<file path="src/rtl/tmw_defs.vh">
/*
 timer constants: register offsets, control field positions, mode and
 output action codes, prescaler ratios.
 assumes inclusion by bare name from the design files.
*/
`ifndef TMW_DEFS_VH
`define TMW_DEFS_VH
// byte addresses on the register bus
`define TMW_ADDR_CTRL 4'h0
`define TMW_ADDR_COUNT 4'h4
`define TMW_ADDR_MATCH 4'h8
`define TMW_ADDR_FLAGS 4'hC
// control field positions
`define TMW_BIT_FORCE 7
`define TMW_BIT_MODE_LO 6
`define TMW_BIT_ACT_HI 5
`define TMW_BIT_ACT_LO 4
`define TMW_BIT_MODE_HI 3
`define TMW_PS_HI 2
// flags register bits
`define TMW_FLAG_WRAP 0
`define TMW_FLAG_MATCH 1
// mode codes {hi,lo}
`define TMW_MODE_NORMAL 2'h0
`define TMW_MODE_PCPWM 2'h1
`define TMW_MODE_CTC 2'h2
`define TMW_MODE_FAST 2'h3
// output action codes
`define TMW_ACT_OFF 2'h0
`define TMW_ACT_TOGGLE 2'h1
`define TMW_ACT_CLEAR 2'h2
`define TMW_ACT_SET 2'h3
// counter limits
`define TMW_BOTTOM 8'h00
`define TMW_MAX 8'hFF
// reset value of all registers
`define TMW_RST8 8'h00
// prescaler tap points (divide ratio minus one)
`define TMW_DIV8 10'h007
`define TMW_DIV32 10'h01F
`define TMW_DIV64 10'h03F
`define TMW_DIV128 10'h07F
`define TMW_DIV256 10'h0FF
`define TMW_DIV1024 10'h3FF
// axi responses
`define TMW_RESP_OKAY 2'h0
`define TMW_RESP_SLVERR 2'h2
`endif

</file>
<file path="src/rtl/tmw_timer.v">
/*
 8-bit timer/counter with waveform output, registers over axi4-lite.
 holds mode control, counter, compare value, compare and wrap state,
 and the waveform pin logic.
 assumes clk is the prescaler source clock and inputs are synchronous.
*/
`timescale 1ns/1ns
`include "tmw_defs.vh"
module tmw_timer (
   input wire clk,
   input wire rst,
   input wire [3:0] s_axi_awaddr,
   input wire s_axi_awvalid,
   output wire s_axi_awready,
   input wire [31:0] s_axi_wdata,
   input wire [3:0] s_axi_wstrb,
   input wire s_axi_wvalid,
   output wire s_axi_wready,
   output wire [1:0] s_axi_bresp,
   output wire s_axi_bvalid,
   input wire s_axi_bready,
   input wire [3:0] s_axi_araddr,
   input wire s_axi_arvalid,
   output wire s_axi_arready,
   output wire [31:0] s_axi_rdata,
   output wire [1:0] s_axi_rresp,
   output wire s_axi_rvalid,
   input wire s_axi_rready,
   input wire pin_dir_out,
   input wire port_data,
   output wire wave_out_pin,
   output wire wave_out_oe_n,
   output wire match_event,
   output wire wrap_event
);
   // control register fields
   reg [7:0] timer_mode_control;
   reg [7:0] count_value;
   reg [7:0] match_value;
   reg [7:0] match_buf;
   reg count_down;
   reg block_match;
   reg wave_level;
   reg wrap_flag;
   reg match_flag;
   reg match_pulse;
   reg wrap_pulse;
   reg [7:0] next_count;
   reg next_down;
   reg next_wave;
   reg [7:0] rd_data;
   reg rd_ok;
   reg wr_ok;
   wire wr_en;
   wire [3:0] wr_addr;
   wire [7:0] wr_data;
   wire rd_en;
   wire [3:0] rd_addr;
   wire tick;
   wire [1:0] waveform_mode_sel;
   wire [1:0] output_action_sel;
   wire [2:0] prescale_sel;
   wire legacy_match_clear_bit;
   wire legacy_modulation_bit;
   wire is_pwm;
   wire [7:0] top_value;
   wire at_top;
   wire raw_match;
   wire do_match;
   wire wr_ctrl;
   wire wr_count;
   wire wr_match;
   wire wr_flags;
   wire force_match_strobe;
   wire top_special;

   // mode decode from the split field
   assign legacy_match_clear_bit = timer_mode_control[`TMW_BIT_MODE_HI];
   assign legacy_modulation_bit = timer_mode_control[`TMW_BIT_MODE_LO];
   assign waveform_mode_sel = {legacy_match_clear_bit, legacy_modulation_bit};
   assign output_action_sel = timer_mode_control[`TMW_BIT_ACT_HI:`TMW_BIT_ACT_LO];
   assign prescale_sel = timer_mode_control[`TMW_PS_HI:0];
   assign is_pwm = legacy_modulation_bit; // modes 1 and 3 are the pwm modes

   // top value per mode
   assign top_value = (waveform_mode_sel == `TMW_MODE_CTC) ? match_value : `TMW_MAX;
   assign at_top = (count_value == top_value);

   // bus decode
   assign wr_ctrl = wr_en && (wr_addr == `TMW_ADDR_CTRL);
   assign wr_count = wr_en && (wr_addr == `TMW_ADDR_COUNT);
   assign wr_match = wr_en && (wr_addr == `TMW_ADDR_MATCH);
   assign wr_flags = wr_en && (wr_addr == `TMW_ADDR_FLAGS);
   // force only acts outside pwm modes
   assign force_match_strobe = wr_ctrl && wr_data[`TMW_BIT_FORCE] && !wr_data[`TMW_BIT_MODE_LO];

   // compare on every tick unless the counter was just written
   assign raw_match = (count_value == match_value);
   assign do_match = tick && raw_match && !block_match;
   // compare equal to top with upper action bit: act at top instead
   assign top_special = is_pwm && output_action_sel[1] && (match_value == `TMW_MAX);

   tmw_prescaler #(
      .DIV_W(10)
   ) u_prescaler (
      .clk(clk),
      .rst(rst),
      .prescale_sel(prescale_sel),
      .tick(tick)
   );

   tmw_axil_slave u_bus (
      .clk(clk),
      .rst(rst),
      .s_axi_awaddr(s_axi_awaddr),
      .s_axi_awvalid(s_axi_awvalid),
      .s_axi_awready(s_axi_awready),
      .s_axi_wdata(s_axi_wdata),
      .s_axi_wstrb(s_axi_wstrb),
      .s_axi_wvalid(s_axi_wvalid),
      .s_axi_wready(s_axi_wready),
      .s_axi_bresp(s_axi_bresp),
      .s_axi_bvalid(s_axi_bvalid),
      .s_axi_bready(s_axi_bready),
      .s_axi_araddr(s_axi_araddr),
      .s_axi_arvalid(s_axi_arvalid),
      .s_axi_arready(s_axi_arready),
      .s_axi_rdata(s_axi_rdata),
      .s_axi_rresp(s_axi_rresp),
      .s_axi_rvalid(s_axi_rvalid),
      .s_axi_rready(s_axi_rready),
      .wr_en(wr_en),
      .wr_addr(wr_addr),
      .wr_data(wr_data),
      .rd_en(rd_en),
      .rd_addr(rd_addr),
      .rd_data(rd_data),
      .rd_ok(rd_ok),
      .wr_ok(wr_ok)
   );

   // next count and direction per mode
   always @* begin
      next_count = count_value;
      next_down = count_down;
      case (waveform_mode_sel)
         `TMW_MODE_PCPWM: begin
            // dual slope, max and bottom each held one tick
            if (!count_down) begin
               if (count_value == `TMW_MAX) begin
                  next_down = 1'b1;
                  next_count = count_value - 8'h01;
               end else
                  next_count = count_value + 8'h01;
            end else begin
               if (count_value == `TMW_BOTTOM) begin
                  next_down = 1'b0;
                  next_count = count_value + 8'h01;
               end else
                  next_count = count_value - 8'h01;
            end
         end
         `TMW_MODE_CTC: begin
            next_down = 1'b0;
            // force strobe does not clear the timer, only a real match does
            next_count = at_top ? `TMW_BOTTOM : count_value + 8'h01;
         end
         default: begin
            next_down = 1'b0;
            next_count = count_value + 8'h01; // wraps at max naturally
         end
      endcase
   end

   // next waveform level from match, top and force events
   always @* begin
      next_wave = wave_level;
      if (!is_pwm) begin
         if (do_match || force_match_strobe) begin
            case (output_action_sel)
               `TMW_ACT_TOGGLE: next_wave = !wave_level;
               `TMW_ACT_CLEAR: next_wave = 1'b0;
               `TMW_ACT_SET: next_wave = 1'b1;
               default: next_wave = wave_level;
            endcase
         end
      end else if (waveform_mode_sel == `TMW_MODE_FAST) begin
         // clear or set on match, opposite at top
         if (tick && count_value == `TMW_MAX && output_action_sel[1])
            next_wave = !output_action_sel[0];
         else if (do_match && output_action_sel[1] && !top_special)
            next_wave = output_action_sel[0];
      end else begin
         // phase correct: up match gives act[0], down the inverse; bottom counts as up, so compare zero holds act[0] (low when clearing)
         if (tick && output_action_sel[1]) begin
            if (top_special && count_value == `TMW_MAX)
               next_wave = !output_action_sel[0];
            else if (do_match && !top_special)
               next_wave = (count_down && count_value != `TMW_BOTTOM) ? !output_action_sel[0] : output_action_sel[0];
         end
      end
   end

   // counter, direction, match blocking and compare buffering
   always @(posedge clk or posedge rst) begin
      if (rst) begin
         count_value <= `TMW_RST8;
         count_down <= 1'b0;
         block_match <= 1'b0;
         match_value <= `TMW_RST8;
         match_buf <= `TMW_RST8;
      end else begin
         if (wr_count) begin
            count_value <= wr_data;
            block_match <= 1'b1;
         end else if (tick) begin
            count_value <= next_count;
            count_down <= next_down;
            block_match <= 1'b0;
         end
         // buffered copy tracks software; live value loads per mode
         if (wr_match)
            match_buf <= wr_data;
         if (!is_pwm) begin
            if (wr_match)
               match_value <= wr_data;
            else
               match_value <= match_buf;
         end else if (tick && count_value == `TMW_MAX && !count_down)
            match_value <= match_buf; // load at top
      end
   end

   // control register; force bit never stored so it reads as zero
   always @(posedge clk or posedge rst) begin
      if (rst)
         timer_mode_control <= `TMW_RST8;
      else if (wr_ctrl)
         timer_mode_control <= {1'b0, wr_data[6:0]};
   end

   // waveform level, flags and event pulses; set wins over clear
   always @(posedge clk or posedge rst) begin
      if (rst) begin
         wave_level <= 1'b0;
         wrap_flag <= 1'b0;
         match_flag <= 1'b0;
         match_pulse <= 1'b0;
         wrap_pulse <= 1'b0;
      end else begin
         wave_level <= next_wave;
         // a forced match raises no flag
         match_pulse <= do_match;
         // wrap at max, or at bottom in phase correct
         if (waveform_mode_sel == `TMW_MODE_PCPWM)
            wrap_pulse <= tick && count_down && count_value == `TMW_BOTTOM;
         else
            wrap_pulse <= tick && !wr_count && count_value == `TMW_MAX;
         if (do_match)
            match_flag <= 1'b1;
         else if (wr_flags && wr_data[`TMW_FLAG_MATCH])
            match_flag <= 1'b0;
         if (wrap_pulse)
            wrap_flag <= 1'b1;
         else if (wr_flags && wr_data[`TMW_FLAG_WRAP])
            wrap_flag <= 1'b0;
      end
   end

   // pin: waveform replaces port data when any action bit set
   assign wave_out_pin = (output_action_sel != `TMW_ACT_OFF) ? wave_level : port_data;
   assign wave_out_oe_n = !pin_dir_out;
   assign match_event = match_pulse;
   assign wrap_event = wrap_pulse;

   // read mux and decode answers
   always @* begin
      rd_ok = 1'b1;
      case (rd_addr)
         `TMW_ADDR_CTRL: rd_data = timer_mode_control;
         `TMW_ADDR_COUNT: rd_data = count_value;
         `TMW_ADDR_MATCH: rd_data = match_buf;
         `TMW_ADDR_FLAGS: rd_data = {6'h0, match_flag, wrap_flag};
         default: begin
            rd_data = `TMW_RST8;
            rd_ok = 1'b0;
         end
      endcase
      case (wr_addr)
         `TMW_ADDR_CTRL, `TMW_ADDR_COUNT, `TMW_ADDR_MATCH, `TMW_ADDR_FLAGS: wr_ok = 1'b1;
         default: wr_ok = 1'b0;
      endcase
   end
endmodule

</file>
<file path="src/rtl/tmw_prescaler.v">
/*
 prescaler: free-running divider producing a one-cycle tick enable
 for the selected ratio.
 assumes clk is the prescaler source clock.
*/
`timescale 1ns/1ns
`include "tmw_defs.vh"
module tmw_prescaler #(
   parameter DIV_W = 10
) (
   input wire clk,
   input wire rst,
   input wire [2:0] prescale_sel,
   output reg tick
);
   reg [DIV_W-1:0] div_count;
   reg [DIV_W-1:0] tap;
   // free-running count; all ratios share it so they stay phase related
   always @(posedge clk or posedge rst) begin
      if (rst)
         div_count <= {DIV_W{1'b0}};
      else
         div_count <= div_count + 1'b1;
   end
   // tick when low bits of the divider all ones
   always @* begin
      case (prescale_sel)
         3'h2: tap = `TMW_DIV8;
         3'h3: tap = `TMW_DIV32;
         3'h4: tap = `TMW_DIV64;
         3'h5: tap = `TMW_DIV128;
         3'h6: tap = `TMW_DIV256;
         3'h7: tap = `TMW_DIV1024;
         default: tap = {DIV_W{1'b0}};
      endcase
      case (prescale_sel)
         3'h0: tick = 1'b0;              // stopped
         3'h1: tick = 1'b1;              // undivided
         default: tick = ((div_count & tap) == tap);
      endcase
   end
endmodule

</file>
<file path="src/rtl/tmw_axil_slave.v">
/*
 axi4-lite slave: accepts one write and one read, presents a simple
 register strobe interface to the timer core.
 assumes single outstanding transaction per direction.
*/
`timescale 1ns/1ns
`include "tmw_defs.vh"
module tmw_axil_slave (
   input wire clk,
   input wire rst,
   input wire [3:0] s_axi_awaddr,
   input wire s_axi_awvalid,
   output wire s_axi_awready,
   input wire [31:0] s_axi_wdata,
   input wire [3:0] s_axi_wstrb,
   input wire s_axi_wvalid,
   output wire s_axi_wready,
   output reg [1:0] s_axi_bresp,
   output reg s_axi_bvalid,
   input wire s_axi_bready,
   input wire [3:0] s_axi_araddr,
   input wire s_axi_arvalid,
   output wire s_axi_arready,
   output reg [31:0] s_axi_rdata,
   output reg [1:0] s_axi_rresp,
   output reg s_axi_rvalid,
   input wire s_axi_rready,
   output wire wr_en,
   output wire [3:0] wr_addr,
   output wire [7:0] wr_data,
   output wire rd_en,
   output wire [3:0] rd_addr,
   input wire [7:0] rd_data,
   input wire rd_ok,
   input wire wr_ok
);
   reg aw_held;
   reg w_held;
   reg [3:0] aw_addr;
   reg [7:0] w_data;
   reg w_lane;
   wire aw_take;
   wire w_take;
   // address and data latch independently, in either order
   assign s_axi_awready = !aw_held && !s_axi_bvalid;
   assign s_axi_wready = !w_held && !s_axi_bvalid;
   assign aw_take = s_axi_awvalid && s_axi_awready;
   assign w_take = s_axi_wvalid && s_axi_wready;
   // write issues once both halves are present; byte lane 0 gates it
   assign wr_en = aw_held && w_held && w_lane;
   assign wr_addr = aw_addr;
   assign wr_data = w_data;
   assign s_axi_arready = !s_axi_rvalid;
   assign rd_en = s_axi_arvalid && s_axi_arready;
   assign rd_addr = s_axi_araddr;
   always @(posedge clk or posedge rst) begin
      if (rst) begin
         aw_held <= 1'b0;
         w_held <= 1'b0;
         aw_addr <= 4'h0;
         w_data <= `TMW_RST8;
         w_lane <= 1'b0;
         s_axi_bvalid <= 1'b0;
         s_axi_bresp <= `TMW_RESP_OKAY;
      end else begin
         if (aw_take) begin
            aw_held <= 1'b1;
            aw_addr <= s_axi_awaddr;
         end
         if (w_take) begin
            w_held <= 1'b1;
            w_data <= s_axi_wdata[7:0];
            w_lane <= s_axi_wstrb[0];
         end
         if (aw_held && w_held) begin
            aw_held <= 1'b0;
            w_held <= 1'b0;
            s_axi_bvalid <= 1'b1;
            s_axi_bresp <= wr_ok ? `TMW_RESP_OKAY : `TMW_RESP_SLVERR;
         end else if (s_axi_bvalid && s_axi_bready)
            s_axi_bvalid <= 1'b0;
      end
   end
   // read data registered one cycle after the address is taken
   always @(posedge clk or posedge rst) begin
      if (rst) begin
         s_axi_rvalid <= 1'b0;
         s_axi_rdata <= 32'h0;
         s_axi_rresp <= `TMW_RESP_OKAY;
      end else if (rd_en) begin
         s_axi_rvalid <= 1'b1;
         s_axi_rdata <= {24'h0, rd_data};
         s_axi_rresp <= rd_ok ? `TMW_RESP_OKAY : `TMW_RESP_SLVERR;
      end else if (s_axi_rvalid && s_axi_rready)
         s_axi_rvalid <= 1'b0;
   end
endmodule

</file>
<file path="config.mk">
export PLATFORM = sky130hd
export DESIGN_NAME = tmw_timer
export DESIGN_NICKNAME = d
export VERILOG_FILES = /design/src/rtl/tmw_timer.v /design/src/rtl/tmw_prescaler.v /design/src/rtl/tmw_axil_slave.v
export VERILOG_INCLUDE_DIRS = /design/src /design/src/rtl
export SDC_FILE = /design/constraint.sdc
export NUM_CORES = 1
export LEC_CHECK = 0
export BUFFER_PORTS_ARGS = -buffer_cell sky130_fd_sc_hd__buf_2
export CORE_MARGIN = 2
export CORE_UTILIZATION = 50
export DETAILED_ROUTE_END_ITERATION = 8
export HOLD_SLACK_MARGIN = 0.03
export PLACE_DENSITY_LB_ADDON = 0.15
export SETUP_SLACK_MARGIN = 0.15
export SYNTH_ARGS = -nofsm -noshare
export SYNTH_HDL_FRONTEND = slang
export SYNTH_HIERARCHICAL = 1
export SYNTH_SLANG_ARGS = --single-unit
export TNS_END_PERCENT = 20
</file>
<file path="constraint.sdc">
create_clock -name clk -period 5.3 [get_ports clk]
set_input_delay 0.53 -clock clk [delete_from_list [all_inputs] [get_ports clk]]
set_output_delay 0.53 -clock clk [all_outputs]
set_load 0.02 [all_outputs]
</file>
==> flow_metrics.py, run 1 <==
metrics = {
    "sta": {
        "worstMarginPinSlew_ps": 1140,
        "finalSetupViolations": 0,
        "rsz0062_at_grt": "no",
        "clock_skew_ps": 8.40,
        "min_period_ps": 2830,
        "finalCritPeriodShare_pct": 53.4,
        "fmax_mhz": 353,
        "drv_slew": 0,
        "slew_headroom_pct": 23.8,
        "setup-tns-final_ps": 0,
        "hold_viol": 0,
    },
    "die": {
        "fp.dieArea_um2": 9470,
        "rows": 34,
        "core_area_um2": 8590,
        "pin_count": 98,
        "initial_core_util_pct": 50.6,
        "die-height_um": 97.3,
        "die_w_um": 97.3,
    },
    "synth": {
        "yosysWarnings": 6,
        "synth_cell_types": 57,
        "synth_area_leaders": "dfrtp_1, mux2_2, buf_4",
        "synth_seq_area_share_pct": 43.1,
        "avgSynthCellArea_um2": 10.3,
        "synthCells": 422,
        "yosysTopAreaCell": "dfrtp_1",
        "ys_ff_latch": 75,
        "yosys.area.top_type_share_pct": 43.1,
        "syn_area_um2": 4350,
    },
    "status": {
        "outcome": "finished, final reports clean",
    },
    "power": {
        "p_leak_uw": 0.00220,
        "power_density_nw_per_um2": 465,
        "irDropWorstVdd_uv": 261,
        "p_total_uw": 2160,
    },
    "critical_path": {
        "worstSetupStartpointType": "flop",
        "worst-path-buf-inv": 0,
        "endpoint_kind": "flop",
        "arrival_ps": 3070,
        "crit_path_cell_trace": "and3_1 -> nor4b_2 -> nor2b_1 -> nand3b_1 -> a21oi_1 -> o22a_1 -> nand3_1",
        "critPathMaxFanout": 12,
        "required_ps": 5540,
        "critical_path.max_stage_delay_ps": 810,
        "crit_type": "flop to flop",
        "worst_path_max_delay_cell": "nor2b_1",
        "path_delay_family": "simple AND/OR/NAND/NOR gates",
    },
    "layout": {
        "final_cell_mix": "dfrtp_1, buf_2, nor2_1",
        "register_area_um2": 1880,
        "stdcell_count": 567,
        "nets": 517,
        "drive_above_1_share_pct": 24.0,
        "num_antenna_cells": 0,
        "multi_input_area_um2": 2150,
        "syn_to_final_growth_pct": 6.90,
        "fillerInstances": 783,
        "mostFrequentLayoutCell": "dfrtp_1",
        "fin_util_pct": 54.1,
        "final_area_um2": 4650,
    },
    "clocking": {
        "cts-root-buf": "clkbuf_8",
        "cts_setup_buffers": 0,
        "cts_resized": 0,
        "h-tree-depth": 3,
        "cts_made_buffers": 9,
        "cts_buffer_depth": 2,
        "tritoncts": "yes",
        "clkTransAtPathRegs_ps": 80,
        "clock_latency_ps": 350,
        "cts_num_sinks": 75,
        "holdBufCountCts": 0,
    },
    "detailed_routing": {
        "vias": 3065,
        "wire_per_inst_um": 16.0,
        "drt_wl_total_mm": 9.04,
        "antenna_left": 0,
        "firstDrtPassIters": 6,
        "viasPerCell": 5.41,
        "drtIter0Drc": 144,
        "drc": 0,
    },
    "placement": {
        "placed_cell_area_um2": 4480,
        "hpwl_mm": 6.69,
        "dpl.cell_count": 551,
        "port_buffers": 44,
        "gp_congestion": 0.861,
    },
    "global_route": {
        "antenna_found_initial": 0,
        "track_usage_pct": 20.1,
        "grt_max_degree": 39,
        "grt_overflow": 0,
        "grt_pass1_vias": 2956,
        "grt_pass1_wl_mm": 15.1,
    },
    "run": {
        "maxCapViolCount": 0,
    },
    "worst_hold_path": {
        "hold_path.class": "input pin to asynchronous set/reset pin",
    },
}
==> synthesized netlist by cell type, drive strengths merged <==
cell type	number
nand4	6
xnor2	13
mux2i	15
a41oi	1
clkbuf	11
dfrtp	75
or2	1
nor3	3
and2	2
a21o	4
nor4b	1
nor4	4
mux2	32
o22a	2
a31oi	2
or4	1
mux4	2
and3	9
xor2	14
a211o	1
a2111oi	1
nor2	30
nand2	22
o21bai	1
nand3	19
buf	38
a211oi	1
a21oi	27
nand2b	3
inv	24
a311o	1
o21a	1
a41o	1
a22oi	1
ha	10
a221oi	5
nand3b	3
nor3b	5
nand4b	1
o22ai	1
a221o	1
nor2b	4
conb	1
o21ai	22
==> final timing paths <==
path / start / end / slack (ps) / cells past startpoint
min in group clk: s_axi_bready / u_bus/s_axi_bvalid / 350 / 2
worst max-delay path: u_bus/aw_held / wave_level / 2470 / 7
max in group asynchronous: rst / u_bus/wr_addr[0] / 4250 / 2
worst min register to register: wrap_flag / wrap_flag / 480 / 1
worst max register to register: u_bus/aw_held / wave_level / 2470 / 7
worst min-delay path: rst / u_prescaler/div_count[0] / 160 / 2
==> report_power, final <==
group	leakage (uW)	total [uW]	switching [uW]	internal, uW
registers	0.000956	1020	276	747
clock network	0.0000787	391	221	170
logic	0.00116	749	384	365
==> kinds of logic after synthesis <==
logic type,Yosys count,share of synthesized area [%]
AOI/OAI and AO/OA,73,10.3
xor gates and xnor gates,27,5.43
adders and majority gates,10,2.88
buffers and inverters,73,9.55
DFF,75,43.1
muxes,49,13.5
other,1,0.0862
and+or+nand+nor,114,15.1
==> metal layers <==
metal  wire [um]  vias up  GRT usage (%)  share of wire (%)
li1            -     1485              -                  -
met2        4370       52           33.1                 48
met1        4210     1520           27.3                 47
met3         373        8           4.17                4.1
met4          87        0           5.02               0.96
met5           0        -              0                  0
==> per-stage QoR <==
stage | worst slack, ps | hold WS, ps
3_3_place_gp | 2520 | 458
5_1_grt | 2150 | 195
3_5_place_dp | 2460 | 466
6_report | 2470 | 161
4_1_cts | 2440 | 171
2_1_floorplan | 3240 | 370
==> final cells by class <==
type                            count  share of cell area (%)
Multi-Input combinational cell    299                    46.3
Sequential cell                    75                    40.3
Timing Repair Buffer               45                    4.90
Tap cell                          108                    2.90
Clock buffer                       10                    2.74
Inverter                           24                    1.94
Clock inverter                      6                   0.888
==> state kept, by name, indices dropped and copies added (netlist names), 4 cells and up <==
| name | count |
|---|---|
| count_value | 8 |
| match_buf | 8 |
| match_value | 8 |
| timer_mode_control | 7 |
| u_bus/s_axi_rdata | 8 |
| u_bus/wr_addr | 4 |
| u_bus/wr_data | 8 |
| u_prescaler/div_count | 10 |
Note: power is estimated with default switching activity, not from simulation.
==> run 2, diff against run 1 <==
==> constraint.sdc (replaced) <==
create_clock -name clk -period 2.9 [get_ports clk]
set_input_delay 0.29 -clock clk [delete_from_list [all_inputs] [get_ports clk]]
set_output_delay 0.29 -clock clk [all_outputs]
set_load 0.02 [all_outputs]
==> run 2 against run 1 <==
  * Clock power grew 100%
  * First-iteration DRC count grew 33%
  * Via count grew 0.69%
  * Core utilization grew 1.0 points
  * Critical path depth is the same
  * Die area is the same
  * Global-route usage grew 0.071 points
  * Flip-flop and latch count is the same
  * Wire length shrank 0.31%
  * Combinational power grew 91%
==> flow_metrics.py, run 2 (synthesized netlist as in run 1, its figures left out) <==
metrics = {
    "status": {
        "outcome": "finished, final reports clean",
    },
    "clocking": {
        "cts-root-buf": "clkbuf_8",
        "cts_setup_buffers": 0,
        "cts_resized": 0,
        "h-tree-depth": 3,
        "holdBufCountCts": 1,
        "tritoncts": "yes",
        "cts_made_buffers": 9,
        "clock_latency_ps": 350,
        "cts_num_sinks": 75,
        "cts_buffer_depth": 2,
        "clkTransAtPathRegs_ps": 80,
    },
    "placement": {
        "placed_cell_area_um2": 4540,
        "dpl.cell_count": 559,
        "hpwl_mm": 6.78,
        "gp_congestion": 0.879,
        "port_buffers": 44,
    },
    "global_route": {
        "grt_pass1_wl_mm": 15.1,
        "track_usage_pct": 20.1,
        "grt_pass1_vias": 2999,
        "grt_overflow": 0,
        "grt_max_degree": 39,
        "antenna_found_initial": 0,
    },
    "die": {
        "die-height_um": 97.3,
        "core_area_um2": 8590,
        "pin_count": 98,
        "rows": 34,
        "fp.dieArea_um2": 9470,
        "die_w_um": 97.3,
        "initial_core_util_pct": 50.6,
    },
    "layout": {
        "fillerInstances": 801,
        "nets": 526,
        "final_cell_mix": "dfrtp_1, buf_2, nor2_1",
        "mostFrequentLayoutCell": "dfrtp_1",
        "stdcell_count": 575,
        "drive_above_1_share_pct": 25.3,
        "largest-register": "u_prescaler/div_count",
        "final_area_um2": 4740,
        "num_antenna_cells": 0,
        "syn_to_final_growth_pct": 8.97,
        "largest_reg_flops": 10,
    },
    "critical_path": {
        "worstSetupStartpointType": "flop",
        "crit_type": "flop to flop",
        "endpoint_kind": "flop",
        "arrival_ps": 2660,
        "critPathMaxFanout": 8,
        "rr_worst_depth": 7,
        "required_ps": 3120,
    },
    "detailed_routing": {
        "firstDrtPassIters": 5,
        "drc": 0,
        "drt_wl_total_mm": 9.02,
        "drtIter0Drc": 192,
        "antenna_left": 0,
        "viasPerCell": 5.37,
        "vias": 3086,
        "wire_per_inst_um": 15.7,
    },
    "sta": {
        "finalSetupViolations": 0,
        "setup-tns-final_ps": 0,
        "rsz0062_at_grt": "no",
        "fmax_mhz": 411,
        "holdWs_ps": 105,
        "clock_skew_ps": 8.65,
        "drv_slew": 0,
        "min_period_ps": 2430,
        "worstMarginPinSlew_ps": 992,
        "hold_viol": 0,
        "slew_headroom_pct": 33.8,
        "finalCritPeriodShare_pct": 83.9,
    },
    "run": {
        "maxCapViolCount": 0,
    },
    "worst_hold_path": {
        "min_path_cells": 2,
        "hold_path.class": "input pin to flop",
    },
    "power": {
        "p_total_uw": 4050,
        "power_density_nw_per_um2": 854,
        "irDropWorstVdd_uv": 567,
        "p_leak_uw": 0.00226,
    },
}
[run 2: cell types whose count changed in the layout (fill, tap and decap cells not counted), sizes merged]
cell,change
dlygate4sd3,+1
clkinv,+1
buf,+8
clkinvlp,-2
bufinv,+1
clkbuf,-1
[run 2: worst paths after layout]
| kind | endpoint | slack, ps | from |
|---|---|---|---|
| min in group asynchronous | u_prescaler/div_count[0] | 480 | rst |
| max in group asynchronous | u_bus/wr_data[3] | 1560 | rst |
| min reg2reg | match_flag | 480 | match_flag |
| min | u_bus/s_axi_bvalid | 110 | s_axi_bready |
| max reg2reg | count_value[7] | 470 | count_value[1] |
| max | count_value[7] | 470 | count_value[1] |
[run 2: critical path, stage by stage (launching register included)]
cell	delay [ps]
dfrtp_1	500
ha_1	280
and3_4	220
nor3b_4	350
o21ai_1	150
a221o_1	430
a221oi_1	310
a21oi_1	70
[run 2: stage by stage]
stage | util, % | setup WS, ps
4_1_cts | 55.2 | 457
5_1_grt | 55.2 | 256
6_report | 55.2 | 467
3_3_place_gp | 52.9 | 523
3_5_place_dp | 52.9 | 489
2_1_floorplan | - | 840
[run 2: metal layers]
| layer | part of all wire, % | global-route usage, % |
|---|---|---|
| met1 | 45 | 28.0 |
| met2 | 50 | 32.2 |
| met3 | 3.7 | 3.45 |
| met4 | 1.4 | 6.94 |
| met5 | 0 | 0 |
[run 2: final cells by class]
class	instances	area, um^2	share of cell area [%]
Sequential cell	75	1880	39.6
Tap cell	108	135	2.85
Clock inverter	6	65.1	1.37
Multi-Input combinational cell	299	2150	45.4
Clock buffer	9	124	2.61
Timing Repair Buffer	54	298	6.28
Inverter	24	90.1	1.90
[run 2: where the power goes]
part	leakage [uW]	internal, uW	switching, uW	total [uW]
sequential	0.000956	1370	468	1830
clock	0.0000955	394	396	790
combinational	0.00121	693	732	1430
